**src/pkg/hs_pkg.sv**
```systemverilog
package hs_pkg;

  // Register addresses on the 7-bit register port.
  localparam logic [6:0] TIMER_A_ADDR   = 7'h0c;
  localparam logic [6:0] TIMER_B_ADDR   = 7'h0d;
  localparam logic [6:0] POLICY_ADDR    = 7'h10;
  localparam logic [6:0] SRC_LO_ADDR    = 7'h14;
  localparam logic [6:0] SRC_HI_ADDR    = 7'h15;
  localparam logic [6:0] DUTY_A_ADDR    = 7'h18;
  localparam logic [6:0] DUTY_B_ADDR    = 7'h19;
  localparam logic [6:0] DUTY_FREQ_ADDR = 7'h1c;

  // Reset value and writable-bit masks; reserved bits stay zero.
  localparam logic [7:0] REG_RESET   = 8'h00;
  localparam logic [7:0] TIMER_MASK  = 8'h77;
  localparam logic [7:0] POLICY_MASK = 8'h70;
  localparam logic [7:0] SRC_MASK    = 8'h77;
  localparam logic [7:0] DUTY_MASK   = 8'hff;
  localparam logic [7:0] FREQ_MASK   = 8'h05;
  localparam int         FREQ_A_BIT  = 0;
  localparam int         FREQ_B_BIT  = 2;

  // Field layouts of the byte-wide registers.
  typedef struct packed {
    logic       rsv_hi;
    logic [2:0] on_code;
    logic       rsv_lo;
    logic [2:0] per_code;
  } timer_ctrl_t;

  typedef struct packed {
    logic       rsv_hi;
    logic [2:0] src_hi;
    logic       rsv_lo;
    logic [2:0] src_lo;
  } src_pair_t;

  typedef struct packed {
    logic       rsv_hi;
    logic       ov_dis;
    logic       uv_dis;
    logic       recover;
    logic [3:0] rsv_lo;
  } policy_t;

  // Timer and source codes.
  localparam logic [2:0] ON_LOW  = 3'h0;
  localparam logic [2:0] ON_HIGH = 3'h6;
  localparam logic [2:0] CODE_RSV = 3'h7;
  localparam logic [2:0] SRC_OFF = 3'h0;
  localparam logic [2:0] SRC_ON  = 3'h1;
  localparam logic [2:0] SRC_TA  = 3'h2;
  localparam logic [2:0] SRC_TB  = 3'h3;
  localparam logic [2:0] SRC_DA  = 3'h4;
  localparam logic [2:0] SRC_DB  = 3'h5;

  // Clock rate and the microsecond timebase of the cycle timers.
  localparam int CLK_HZ  = 250_000_000;
  localparam int TICK_US = 1;
  localparam int TICK_CYC = CLK_HZ / 1_000_000 * TICK_US;
  localparam int CNT_W   = 21;

  // Duty channel timebase: 255 steps per cycle at 200 Hz or 400 Hz.
  localparam int         DUTY_LO_HZ = 200;
  localparam int         DUTY_HI_HZ = 400;
  localparam int         DUTY_STEPS = 255;
  localparam logic [7:0] DUTY_LAST  = 8'(DUTY_STEPS - 1);
  localparam int DUTY_LO_STEP_CYC = CLK_HZ / (DUTY_LO_HZ * DUTY_STEPS);
  localparam int DUTY_HI_STEP_CYC = CLK_HZ / (DUTY_HI_HZ * DUTY_STEPS);

  // On-time in microseconds; zero for the non-running codes.
  function automatic logic [CNT_W-1:0] on_time_us(input logic [2:0] code);
    case (code)
      3'h1:    on_time_us = 21'd100;
      3'h2:    on_time_us = 21'd300;
      3'h3:    on_time_us = 21'd1000;
      3'h4:    on_time_us = 21'd10000;
      3'h5:    on_time_us = 21'd20000;
      default: on_time_us = 21'd0;
    endcase
  endfunction : on_time_us

  // Period in microseconds; the reserved code reads as zero.
  function automatic logic [CNT_W-1:0] period_us(input logic [2:0] code);
    case (code)
      3'h0:    period_us = 21'd10000;
      3'h1:    period_us = 21'd20000;
      3'h2:    period_us = 21'd50000;
      3'h3:    period_us = 21'd100000;
      3'h4:    period_us = 21'd200000;
      3'h5:    period_us = 21'd1000000;
      3'h6:    period_us = 21'd2000000;
      default: period_us = 21'd0;
    endcase
  endfunction : period_us

endpackage : hs_pkg

```
**src/rtl/hs_switch_ctrl.sv**
```systemverilog
// What this block does
// Decode on-time codes one to five.
// On codes zero and six stop timer, hold level.
// Decode period codes zero to six.
// Timer starts when a running on-time is written.
// Restart with cyclic sense also clears timer fields.
// Reserved bits read zero, writes ignored.
// Second timer clears on resets and restart entry.
// Policy clears on resets, keeps bits on restart.
// Overvoltage switches all off unless disabled.
// Undervoltage switches all off unless disabled.
// Recovery bit restores switches after supply fault.
// Decode switch source codes.
// Switches one and two in low register.
// Switches three and four in high register.
// Overcurrent or overtemperature clears that switch source.
// First timer register at its own address.
// Duty output fully on for value 255.
// Duty channel runs at 200 or 400 Hz.
// Hardware-updated fields read current value.
//
// The implementer's own choice: strobed register access.
module hs_switch_ctrl
  import hs_pkg::*;
#(
  parameter int TICK_CYCLES  = TICK_CYC,
  parameter int DUTY_LO_STEP = DUTY_LO_STEP_CYC,
  parameter int DUTY_HI_STEP = DUTY_HI_STEP_CYC
)(
  // Clock and reset.
  input  wire logic       MCLK,
  input  wire logic       RST_N,
  // Device state events.
  input  wire logic       SOFT_RST,
  input  wire logic       RESTART_ENTRY,
  input  wire logic       CYCLIC_SENSE,
  // Register port.
  input  wire logic [6:0] ADDR,
  input  wire logic [7:0] WDATA,
  input  wire logic       WR,
  input  wire logic       RD,
  output logic      [7:0] RDATA,
  // Fault pins, asynchronous to MCLK.
  input  wire logic       SUPPLY_OV,
  input  wire logic       SUPPLY_UV,
  input  wire logic [3:0] OVERCURRENT,
  input  wire logic [3:0] OVERTEMP,
  // High-side switch drive.
  output logic      [3:0] SWITCH_ON
);

  // The tick and duty step counters are 16 bits wide; anything else cannot be served.
  if (TICK_CYCLES < 1 || TICK_CYCLES > 65535 || DUTY_HI_STEP < 1 ||
      DUTY_LO_STEP < DUTY_HI_STEP || DUTY_LO_STEP > 65535)
  begin : g_bad_param
    $error("hs_switch_ctrl: timing parameter out of range.");
  end

  localparam int NPIN = 10;

  logic [NPIN-1:0] s1_q;
  logic [NPIN-1:0] s2_q;
  logic [NPIN-1:0] s3_q;
  logic [NPIN-1:0] pin_q;
  logic [NPIN-1:0] pin_d;
  wire  [NPIN-1:0] pin_raw;
  logic            ov_l;
  logic            uv_l;
  logic [3:0]      oc_l;
  logic [3:0]      ot_l;

  // A pin level is taken only once the second and third stages agree.
  assign pin_raw = {OVERTEMP, OVERCURRENT, SUPPLY_UV, SUPPLY_OV};
  assign pin_d   = (s2_q & s3_q) | (pin_q & (s2_q | s3_q));
  assign ov_l    = pin_q[0];
  assign uv_l    = pin_q[1];
  assign oc_l    = pin_q[5:2];
  assign ot_l    = pin_q[9:6];

  // Three-stage input synchroniser with agreement filter.
  always_ff @(posedge MCLK)
  begin
    if (!RST_N)
    begin
      s1_q  <= '0;
      s2_q  <= '0;
      s3_q  <= '0;
      pin_q <= '0;
    end
    else
    begin
      s1_q  <= pin_raw;
      s2_q  <= s1_q;
      s3_q  <= s2_q;
      pin_q <= pin_d;
    end
  end

  timer_ctrl_t tmr_q [2];
  timer_ctrl_t tmr_d [2];
  src_pair_t   src_q [2];
  src_pair_t   src_d [2];
  policy_t     pol_q;
  policy_t     pol_d;
  logic [7:0]  duty_q [2];
  logic [7:0]  duty_d [2];
  logic [7:0]  freq_q;
  logic [7:0]  freq_d;
  logic        fault_q;
  wire         fault;
  wire         drop_src;
  wire  [3:0]  sw_kill;
  wire  [1:0]  wr_tmr;
  wire  [1:0]  wr_src;
  wire  [1:0]  wr_duty;
  wire         wr_pol;
  wire         wr_freq;
  wire         wipe;

  // Write decode.
  assign wr_tmr[0]  = WR && ADDR == TIMER_A_ADDR;
  assign wr_tmr[1]  = WR && ADDR == TIMER_B_ADDR;
  assign wr_src[0]  = WR && ADDR == SRC_LO_ADDR;
  assign wr_src[1]  = WR && ADDR == SRC_HI_ADDR;
  assign wr_duty[0] = WR && ADDR == DUTY_A_ADDR;
  assign wr_duty[1] = WR && ADDR == DUTY_B_ADDR;
  assign wr_pol     = WR && ADDR == POLICY_ADDR;
  assign wr_freq    = WR && ADDR == DUTY_FREQ_ADDR;
  assign wipe       = SOFT_RST || RESTART_ENTRY;

  // A supply fault whose shutdown is enabled forces every switch off.
  assign fault    = (ov_l & ~pol_q.ov_dis) | (uv_l & ~pol_q.uv_dis);
  // Without recovery the sources are dropped as the fault ends, so the
  // switches stay off until software writes them again.
  assign drop_src = fault_q & ~fault & ~pol_q.recover;
  assign sw_kill  = {4{drop_src}} | oc_l | ot_l;

  // Next values of the switch source registers; hardware clears win over
  // a write in the same cycle, since they protect the load.
  always_comb
  begin
    for (int i = 0; i < 2; i++)
    begin
      src_d[i] = src_q[i];
      if (wr_src[i])
        src_d[i] = src_pair_t'(WDATA & SRC_MASK);
      if (sw_kill[2*i])
        src_d[i].src_lo = SRC_OFF;
      if (sw_kill[2*i+1])
        src_d[i].src_hi = SRC_OFF;
      if (wipe)
        src_d[i] = src_pair_t'(REG_RESET);
    end
  end

  // Next values of timers, policy and duty registers.
  always_comb
  begin
    for (int i = 0; i < 2; i++)
    begin
      tmr_d[i]  = wr_tmr[i] ? timer_ctrl_t'(WDATA & TIMER_MASK) : tmr_q[i];
      duty_d[i] = wr_duty[i] ? (WDATA & DUTY_MASK) : duty_q[i];
      if (wipe)
        tmr_d[i] = timer_ctrl_t'(REG_RESET);
      if (SOFT_RST)
        duty_d[i] = REG_RESET;
    end
    pol_d  = wr_pol ? policy_t'(WDATA & POLICY_MASK) : pol_q;
    freq_d = wr_freq ? (WDATA & FREQ_MASK) : freq_q;
    if (SOFT_RST)
    begin
      pol_d  = policy_t'(REG_RESET);
      freq_d = REG_RESET;
    end
  end

  // Register storage; restart keeps the policy bits untouched.
  always_ff @(posedge MCLK)
  begin
    if (!RST_N)
    begin
      tmr_q   <= '{2{timer_ctrl_t'(REG_RESET)}};
      src_q   <= '{2{src_pair_t'(REG_RESET)}};
      duty_q  <= '{2{REG_RESET}};
      pol_q   <= policy_t'(REG_RESET);
      freq_q  <= REG_RESET;
      fault_q <= 1'b0;
    end
    else
    begin
      tmr_q   <= tmr_d;
      src_q   <= src_d;
      duty_q  <= duty_d;
      pol_q   <= pol_d;
      freq_q  <= freq_d;
      fault_q <= fault;
    end
  end

  logic [15:0] tick_q;
  wire         tick;

  // Shared microsecond tick for both cycle timers.
  assign tick = tick_q == 16'(TICK_CYCLES - 1);

  always_ff @(posedge MCLK)
  begin
    if (!RST_N || tick)
      tick_q <= 16'h0000;
    else
      tick_q <= tick_q + 16'h0001;
  end

  logic [CNT_W-1:0] tcnt_q [2];
  logic [1:0]       tmr_run;
  logic [1:0]       tmr_out;
  logic [15:0]      dstep_q [2];
  logic [7:0]       phase_q [2];
  logic [1:0]       duty_out;
  wire  [1:0]       freq_sel;

  assign freq_sel = {freq_q[FREQ_B_BIT], freq_q[FREQ_A_BIT]};

  for (genvar t = 0; t < 2; t++)
  begin : g_chan
    wire [CNT_W-1:0] per_us;
    wire [CNT_W-1:0] on_us;
    wire [15:0]      step_last;
    wire             step;

    assign per_us = period_us(tmr_q[t].per_code);
    assign on_us  = on_time_us(tmr_q[t].on_code);
    // Stopped codes and the reserved codes leave the timer idle.
    assign tmr_run[t] = tmr_q[t].on_code != ON_LOW && tmr_q[t].on_code != ON_HIGH &&
                        tmr_q[t].on_code != CODE_RSV && tmr_q[t].per_code != CODE_RSV;
    assign tmr_out[t] = tmr_run[t] ? (tcnt_q[t] < on_us)
                                   : (tmr_q[t].on_code == ON_HIGH);

    // A write restarts the cycle, so a new on-time starts cleanly.
    always_ff @(posedge MCLK)
    begin
      if (!RST_N || !tmr_run[t] || wr_tmr[t])
        tcnt_q[t] <= '0;
      else if (tick)
        tcnt_q[t] <= (tcnt_q[t] >= per_us - 21'd1) ? '0 : tcnt_q[t] + 21'd1;
    end

    // Step length picks 200 Hz or 400 Hz for the 255-step cycle.
    assign step_last = freq_sel[t] ? 16'(DUTY_HI_STEP - 1) : 16'(DUTY_LO_STEP - 1);
    assign step      = dstep_q[t] >= step_last;
    // Phase runs 0..254, so 255 never compares below and stays on.
    assign duty_out[t] = phase_q[t] < duty_q[t];

    always_ff @(posedge MCLK)
    begin
      if (!RST_N)
      begin
        dstep_q[t] <= 16'h0000;
        phase_q[t] <= 8'h00;
      end
      else
      begin
        dstep_q[t] <= step ? 16'h0000 : dstep_q[t] + 16'h0001;
        if (step)
          phase_q[t] <= (phase_q[t] == DUTY_LAST) ? 8'h00 : phase_q[t] + 8'h01;
      end
    end
  end

  // Source selection for one switch.
  function automatic logic src_level(input logic [2:0] code, input logic [1:0] tm,
                                     input logic [1:0] dc);
    case (code)
      SRC_ON:  src_level = 1'b1;
      SRC_TA:  src_level = tm[0];
      SRC_TB:  src_level = tm[1];
      SRC_DA:  src_level = dc[0];
      SRC_DB:  src_level = dc[1];
      default: src_level = 1'b0;
    endcase
  endfunction : src_level

  wire [3:0] sw_d;

  assign sw_d[0] = src_level(src_q[0].src_lo, tmr_out, duty_out) & ~fault;
  assign sw_d[1] = src_level(src_q[0].src_hi, tmr_out, duty_out) & ~fault;
  assign sw_d[2] = src_level(src_q[1].src_lo, tmr_out, duty_out) & ~fault;
  assign sw_d[3] = src_level(src_q[1].src_hi, tmr_out, duty_out) & ~fault;

  // Switch drive is registered so the pins never glitch on decode.
  always_ff @(posedge MCLK)
  begin
    if (!RST_N)
      SWITCH_ON <= 4'h0;
    else
      SWITCH_ON <= sw_d;
  end

  wire [7:0] rd_mux;

  // Read decode shows live register state, hardware clears included.
  assign rd_mux = (ADDR == TIMER_A_ADDR)   ? 8'(tmr_q[0]) :
                  (ADDR == TIMER_B_ADDR)   ? 8'(tmr_q[1]) :
                  (ADDR == POLICY_ADDR)    ? 8'(pol_q) :
                  (ADDR == SRC_LO_ADDR)    ? 8'(src_q[0]) :
                  (ADDR == SRC_HI_ADDR)    ? 8'(src_q[1]) :
                  (ADDR == DUTY_A_ADDR)    ? duty_q[0] :
                  (ADDR == DUTY_B_ADDR)    ? duty_q[1] :
                  (ADDR == DUTY_FREQ_ADDR) ? freq_q : 8'h00;

  // Read data stand for exactly one cycle after the read strobe.
  always_ff @(posedge MCLK)
  begin
    if (!RST_N || !RD)
      RDATA <= 8'h00;
    else
      RDATA <= rd_mux;
  end

endmodule : hs_switch_ctrl

```
**config.mk**
```make
export PLATFORM = sky130hd
export DESIGN_NAME = hs_switch_ctrl
export DESIGN_NICKNAME = d
export VERILOG_FILES = /design/src/pkg/hs_pkg.sv /design/src/rtl/hs_switch_ctrl.sv
export SDC_FILE = /design/constraint.sdc
export NUM_CORES = 1
export LEC_CHECK = 0
export BUFFER_PORTS_ARGS = -buffer_cell sky130_fd_sc_hd__buf_2
export CAP_MARGIN = 10
export CORE_ASPECT_RATIO = 1.75
export CORE_MARGIN = 2
export CORE_UTILIZATION = 50
export CTS_CLUSTER_DIAMETER = 200
export DETAILED_ROUTE_END_ITERATION = 6
export PLACE_DENSITY = 0.72
export SLEW_MARGIN = 10
export SYNTH_ARGS = -nofsm -noshare
export SYNTH_HDL_FRONTEND = slang
export SYNTH_SLANG_ARGS = --single-unit
export TNS_END_PERCENT = 20
```
**constraint.sdc**
```tcl
create_clock -name MCLK -period 3.3 [get_ports MCLK]
set_input_delay 0.66 -clock MCLK [delete_from_list [all_inputs] [get_ports MCLK]]
set_output_delay 0.66 -clock MCLK [all_outputs]
set_load 0.03 [all_outputs]
```
======== After elaboration in Yosys (flattened, before gate mapping) ========
Memories as Yosys holds them, arrays and structs flattened.
Index checks and enable logic that the tools add are counted.
cells by class
  equality and inequality tests ........... 61
  bitwise logic cells ..................... 26
  reduce and logical (&&, ||, !) cells .... 36
  add/sub/neg operators ................... 9
  $lt $le $gt $ge ......................... 8
  muxes and demuxes ....................... 49
operator list
  kind                     number
  $pmux W21 S7             2
  $pmux W15 S5             2
  $mux W21                 4
  $mux W16                 4
  $eq A3 B3 Y1 const B     20
  $add A16 B1 Y16 const B  3
  $eq A3 B2 Y1 const B     16
  $mux W8                  6
  $add A21 B1 Y21 const B  2
  $eq A7 B5 Y1 const B     6
  $ge A21 B21 Y1           2
  $lt A21 B21 Y1           2
  $sub A21 B1 Y21 const B  2
  $mux W7                  5
  $ge A16 B13 Y1           2
  $mux W13                 2
  $eq A3 B1 Y1 const B     8
  $and A10 B10 Y10         2
  $or A10 B10 Y10          2
  $pmux W1 S5              4
  $mux W1                  19
  $ne A3 B3 Y1 const B     6
  $add A8 B1 Y8 const B    2
  $eq A16 B8 Y1 const B    1
  other kinds (16)         65
storage, ports and cells
  bits in writable memories ............... 90
  output and inout bits ................... 12
  flip-flop bits (word level) ............. 114
  input port bits ......................... 32
  memories ................................ 3
  logic and storage cells ................. 215
memories
  memory   depth  bits a word  read ports  clocked after memory_dff  write ports  line                   RTL
  tcnt_q   2      21           2           0                         2            hs_switch_ctrl.sv:214  logic [CNT_W-1:0] tcnt_q [2];
  dstep_q  2      16           2           0                         2            hs_switch_ctrl.sv:217  logic [15:0] dstep_q [2];
  phase_q  2      8            2           0                         2            hs_switch_ctrl.sv:218  logic [7:0] phase_q [2];

======== Longest topological paths before layout ========
  depth in word-level cells ............... 10
  gate-level depth with buffers ........... 13
  depth with buffers taken out ............ 12

======== Worst setup path before layout ========
Ideal clock, no wire load.
  path kind ............................... flip-flop to flip-flop
  start point ............................. register tmr_q[13] in the netlist's numbering
  end point ............................... register SWITCH_ON[0]
  period minus slack after synthesis ...... 2.959 ns
  cell stages (with the launch flop) ...... 14
  setup time .............................. 0.062 ns
  setup slack ............................. 0.341 ns
  required time ........................... 3.238 ns
  path buffers ............................ 1
  arrival ................................. 2.897 ns
  cell sequence ........................... dfxtp_1 -> clkbuf_1 -> inv_1 -> ha_1 -> nor2_1 -> a22oi_1 -> o22a_1 -> ha_1 -> a21oi_1 -> o21ai_2 -> a2111oi_4 -> nand2_1 -> or3_1 -> nand3_1
between the ends
  word-level cells in the longest chain between the ends .. 7
  elaborated cells on any way between the ends .. 17
  classes of those cells .................. 1 x order compare; 8 x eq/ne; 3 x mux; 1 x bitwise; 4 x reduce/logical
ends and longest elaborated chain
  item                                                    line                   RTL
  from (decl)                                             hs_switch_ctrl.sv:99   timer_ctrl_t tmr_q [2];
  from (signal assigned)                                  hs_switch_ctrl.sv:182  tmr_q <= '{2{timer_ctrl_t'(REG_RESET)}};
  from (signal assigned)                                  hs_switch_ctrl.sv:191  tmr_q <= tmr_d;
  branches (longest 4 deep; another with $lt A21 B21 Y1)  --
  $mux W1 *                                               hs_switch_ctrl.sv:236  assign tmr_out[t] = tmr_run[t] ? (tcnt_q[t] < on_us)
  $pmux W1 S5 *                                           hs_switch_ctrl.sv:273  case (code)
  $and A1 B1 Y1 *                                         hs_switch_ctrl.sv:285  assign sw_d[0] = src_level(src_q[0].src_lo, tmr_out, duty_out) & ~fault;
  to (signal assigned)                                    hs_switch_ctrl.sv:296  SWITCH_ON <= sw_d;
  to (decl)                                               hs_switch_ctrl.sv:49   output logic [3:0] SWITCH_ON
Mark *: on every way between the ends.
A chain may end at the register's enable or synchronous reset.

==> impl_metrics.ini <==
[logic_synthesis]
synthDistinctLibCells = 69
ys.flop_type = dfxtp_1
synth-edff-count = 58
synth_top_area_share_pct = 25.48
synthArstFlopShare_pct = 0
synth_warnings = 0
ys_ff_latch = 204
postSynthCellCount = 1240
ys_top_cells_by_area = dfxtp_1, edfxtp_1, ha_1
yosysTopAreaCell = dfxtp_1
synthesis.area_mm2 = 0.01147
postSynthAreaPerCell_um2 = 9.250
ys_seq_area_share_pct = 40.67

[global_routing]
track_usage_pct = 21.89
antenna_found_initial = 1
grt_overflow = 0
grt_max_degree = 35
grt_pass1_vias = 8979
grt_pass1_wl_um = 43370

[clocking]
clk_latency_ns = 0.52
clockRootBuffer = clkbuf_16
cts_tree = yes
holdBufCountCts = 0
cts_made_buffers = 20
cts_resized = 0
clockBufferDepth = 3
clk_pin_slew_ns = 0.06
cts.sinks = 204
cts_setup_buffers = 0
htree_num_levels = 1

[run_status]
status = complete, no violations

[hold_path]
hold_path.class = in2reg
hold_start = SUPPLY_UV

[floorplan]
start_util_pct = 50.64
core_area_mm2 = 0.02265
std_cell_rows = 73
die_area_mm2 = 0.02421
die_h_um = 204.4
die_w_um = 118.5
pin_count = 44

[worst_setup_path]
startpoint = tmr_q[2]
critical_path_arrival_ns = 3.41
path_class = reg2reg
path_max_fanout = 14
crit_path_start_kind = register
worstPathRequired_ns = 3.65
end_kind = register
r2r-start = tmr_q[2]

[detailed_routing]
routed_via_density = 5.659
post_drt_wl_per_cell_um = 16.33
via_count = 9037
routed_wl_um = 26080
dr.pass1.iters = 5
drc = 0
antenna_left = 0
drtIter0Drc = 501

[pwr]
irDropWorstVdd_mv = 0.5356
power.density_mw_per_mm2 = 405.8
power.leakage_nw = 5.030

[sta]
timing.final.ws_setup_ns = 0.2331
slew_headroom_pct = 47.73
period_share_pct = 92.94
finalSetupViolCount = 0
hold_viol = 0
max_freq_mhz = 326.1
tightestPinTransition_ns = 0.7841
rsz0062_at_grt = false
fin_crit_ns = 3.067
setup_tns_ns = 0
drv_slew = 0
skew_ns = 0.01317

[place]
pre_cts_ws_ns = 0.1271
dp_hpwl_um = 19430
place.gp.congestion = 0.9008
place_area_mm2 = 0.01203
io_buffers = 42

[finish]
layout.nets = 1415
drive_above_1_share_pct = 9.792
syn2layout_area_growth_pct = 11.05
ff_latch_area_mm2 = 0.004664
n_antenna_cell = 0
nFillCells = 2080
multiInputGateArea_mm2 = 0.006462
final_cell_mix = nor2_1, dfxtp_1, ha_1
final_common_cell = nor2_1
fin_area_mm2 = 0.01274

[flow_run]
maxCapViolations = 0
[cell families (layout without fill, tap and decap cells)]
family	after synthesis	after routing	synth area share, %
xor+xnor	91	91	6.949
fa+ha+maj	100	100	10.91
buf+inv	100	153	3.545
flops	204	204	40.67
mux	52	52	4.538
compound gates	180	181	10.19
simple gates	512	512	23.17
other cells	1	4	0.03269
[registers in the layout (all words and copies together) (netlist names), 10 cells and up]
register	flops
dstep_q	32
duty_q	16
phase_q	16
pin_q	10
s1_q	10
s2_q	10
s3_q	10
src_q	12
tcnt_q	42
tick_q	16
tmr_q	12
[cell type report]
class / instances / area share, %
multi-input cells: 940 / 50.74
flip-flops and latches: 204 / 36.62
clock buffers: 28 / 4.656
well taps: 300 / 2.947
repair buffers: 60 / 2.711
inverters: 57 / 1.680
clock inverters: 8 / 0.6483
[power by group]
| part | internal, W | switching [W] | leakage (nW) |
|---|---|---|---|
| Clock | 0.00135 | 0.000989 | 0.331 |
| Combinational | 0.0000707 | 0.000125 | 2.81 |
| Sequential | 0.00260 | 0.0000305 | 1.89 |
| Total | 0.00402 | 0.00114 | 5.03 |
[stage by stage]
stage	hold slack (ns)	utilization, %	cells	power [W]
3_3_place_gp	0.4131	53.13	1560	0.002877
4_1_cts	0.3363	56.11	1596	0.005233
2_1_floorplan	0.4119	-	1243	0.002802
6_report	0.3508	56.23	1597	0.005169
5_1_grt	0.3416	56.23	1597	0.005335
3_5_place_dp	0.4185	53.13	1560	0.002881
[synthesized netlist by cell type, drive strengths merged (4+ instances only)]
cell type / n
nor2: 151
dfxtp: 146
ha: 100
nand2: 97
edfxtp: 58
inv: 57
xor2: 56
nor3: 55
a21oi: 52
mux2i: 52
o21ai: 48
nand3: 46
xnor2: 35
and2: 34
nand4: 25
and3: 22
buf: 22
clkbuf: 21
nand2b: 16
a21o: 14
nor4: 13
or3: 12
a2111oi: 8
a211o: 8
nor2b: 8
nor3b: 7
a211oi: 6
and4: 6
nand3b: 6
o2111ai: 6
a31oi: 5
o211ai: 5
o22ai: 5
a22oi: 4
[worst max-delay path, cell delays in order (launching register included)]
cell	delay (ns)
dfxtp_1	0.59
inv_1	0.18
nand2_1	0.13
o21ai_0	0.12
ha_1	0.32
a21o_1	0.16
a21o_1	0.17
a211oi_1	0.66
a2111oi_4	0.31
nor3_1	0.26
[worst paths after layout]
kind | slack (ns) | cells after the start | to
min reg2reg | 0.43 | 1 | s2_q[6]
max reg2reg | 0.23 | 9 | tcnt_q[1][19]
max | 0.23 | 9 | tcnt_q[1][19]
min | 0.35 | 2 | s1_q[1]
[per-layer routing]
layer / GRT usage, % / vias to the layer above / wire (um)
met5: 0 / - / 13
met4: 11.61 / 2 / 1361
met3: 3.432 / 87 / 1122
met1: 23.62 / 4220 / 10300
li1: - / 4495 / -
met2: 40.69 / 233 / 13280
Note: power is estimated with default switching activity, not from simulation.
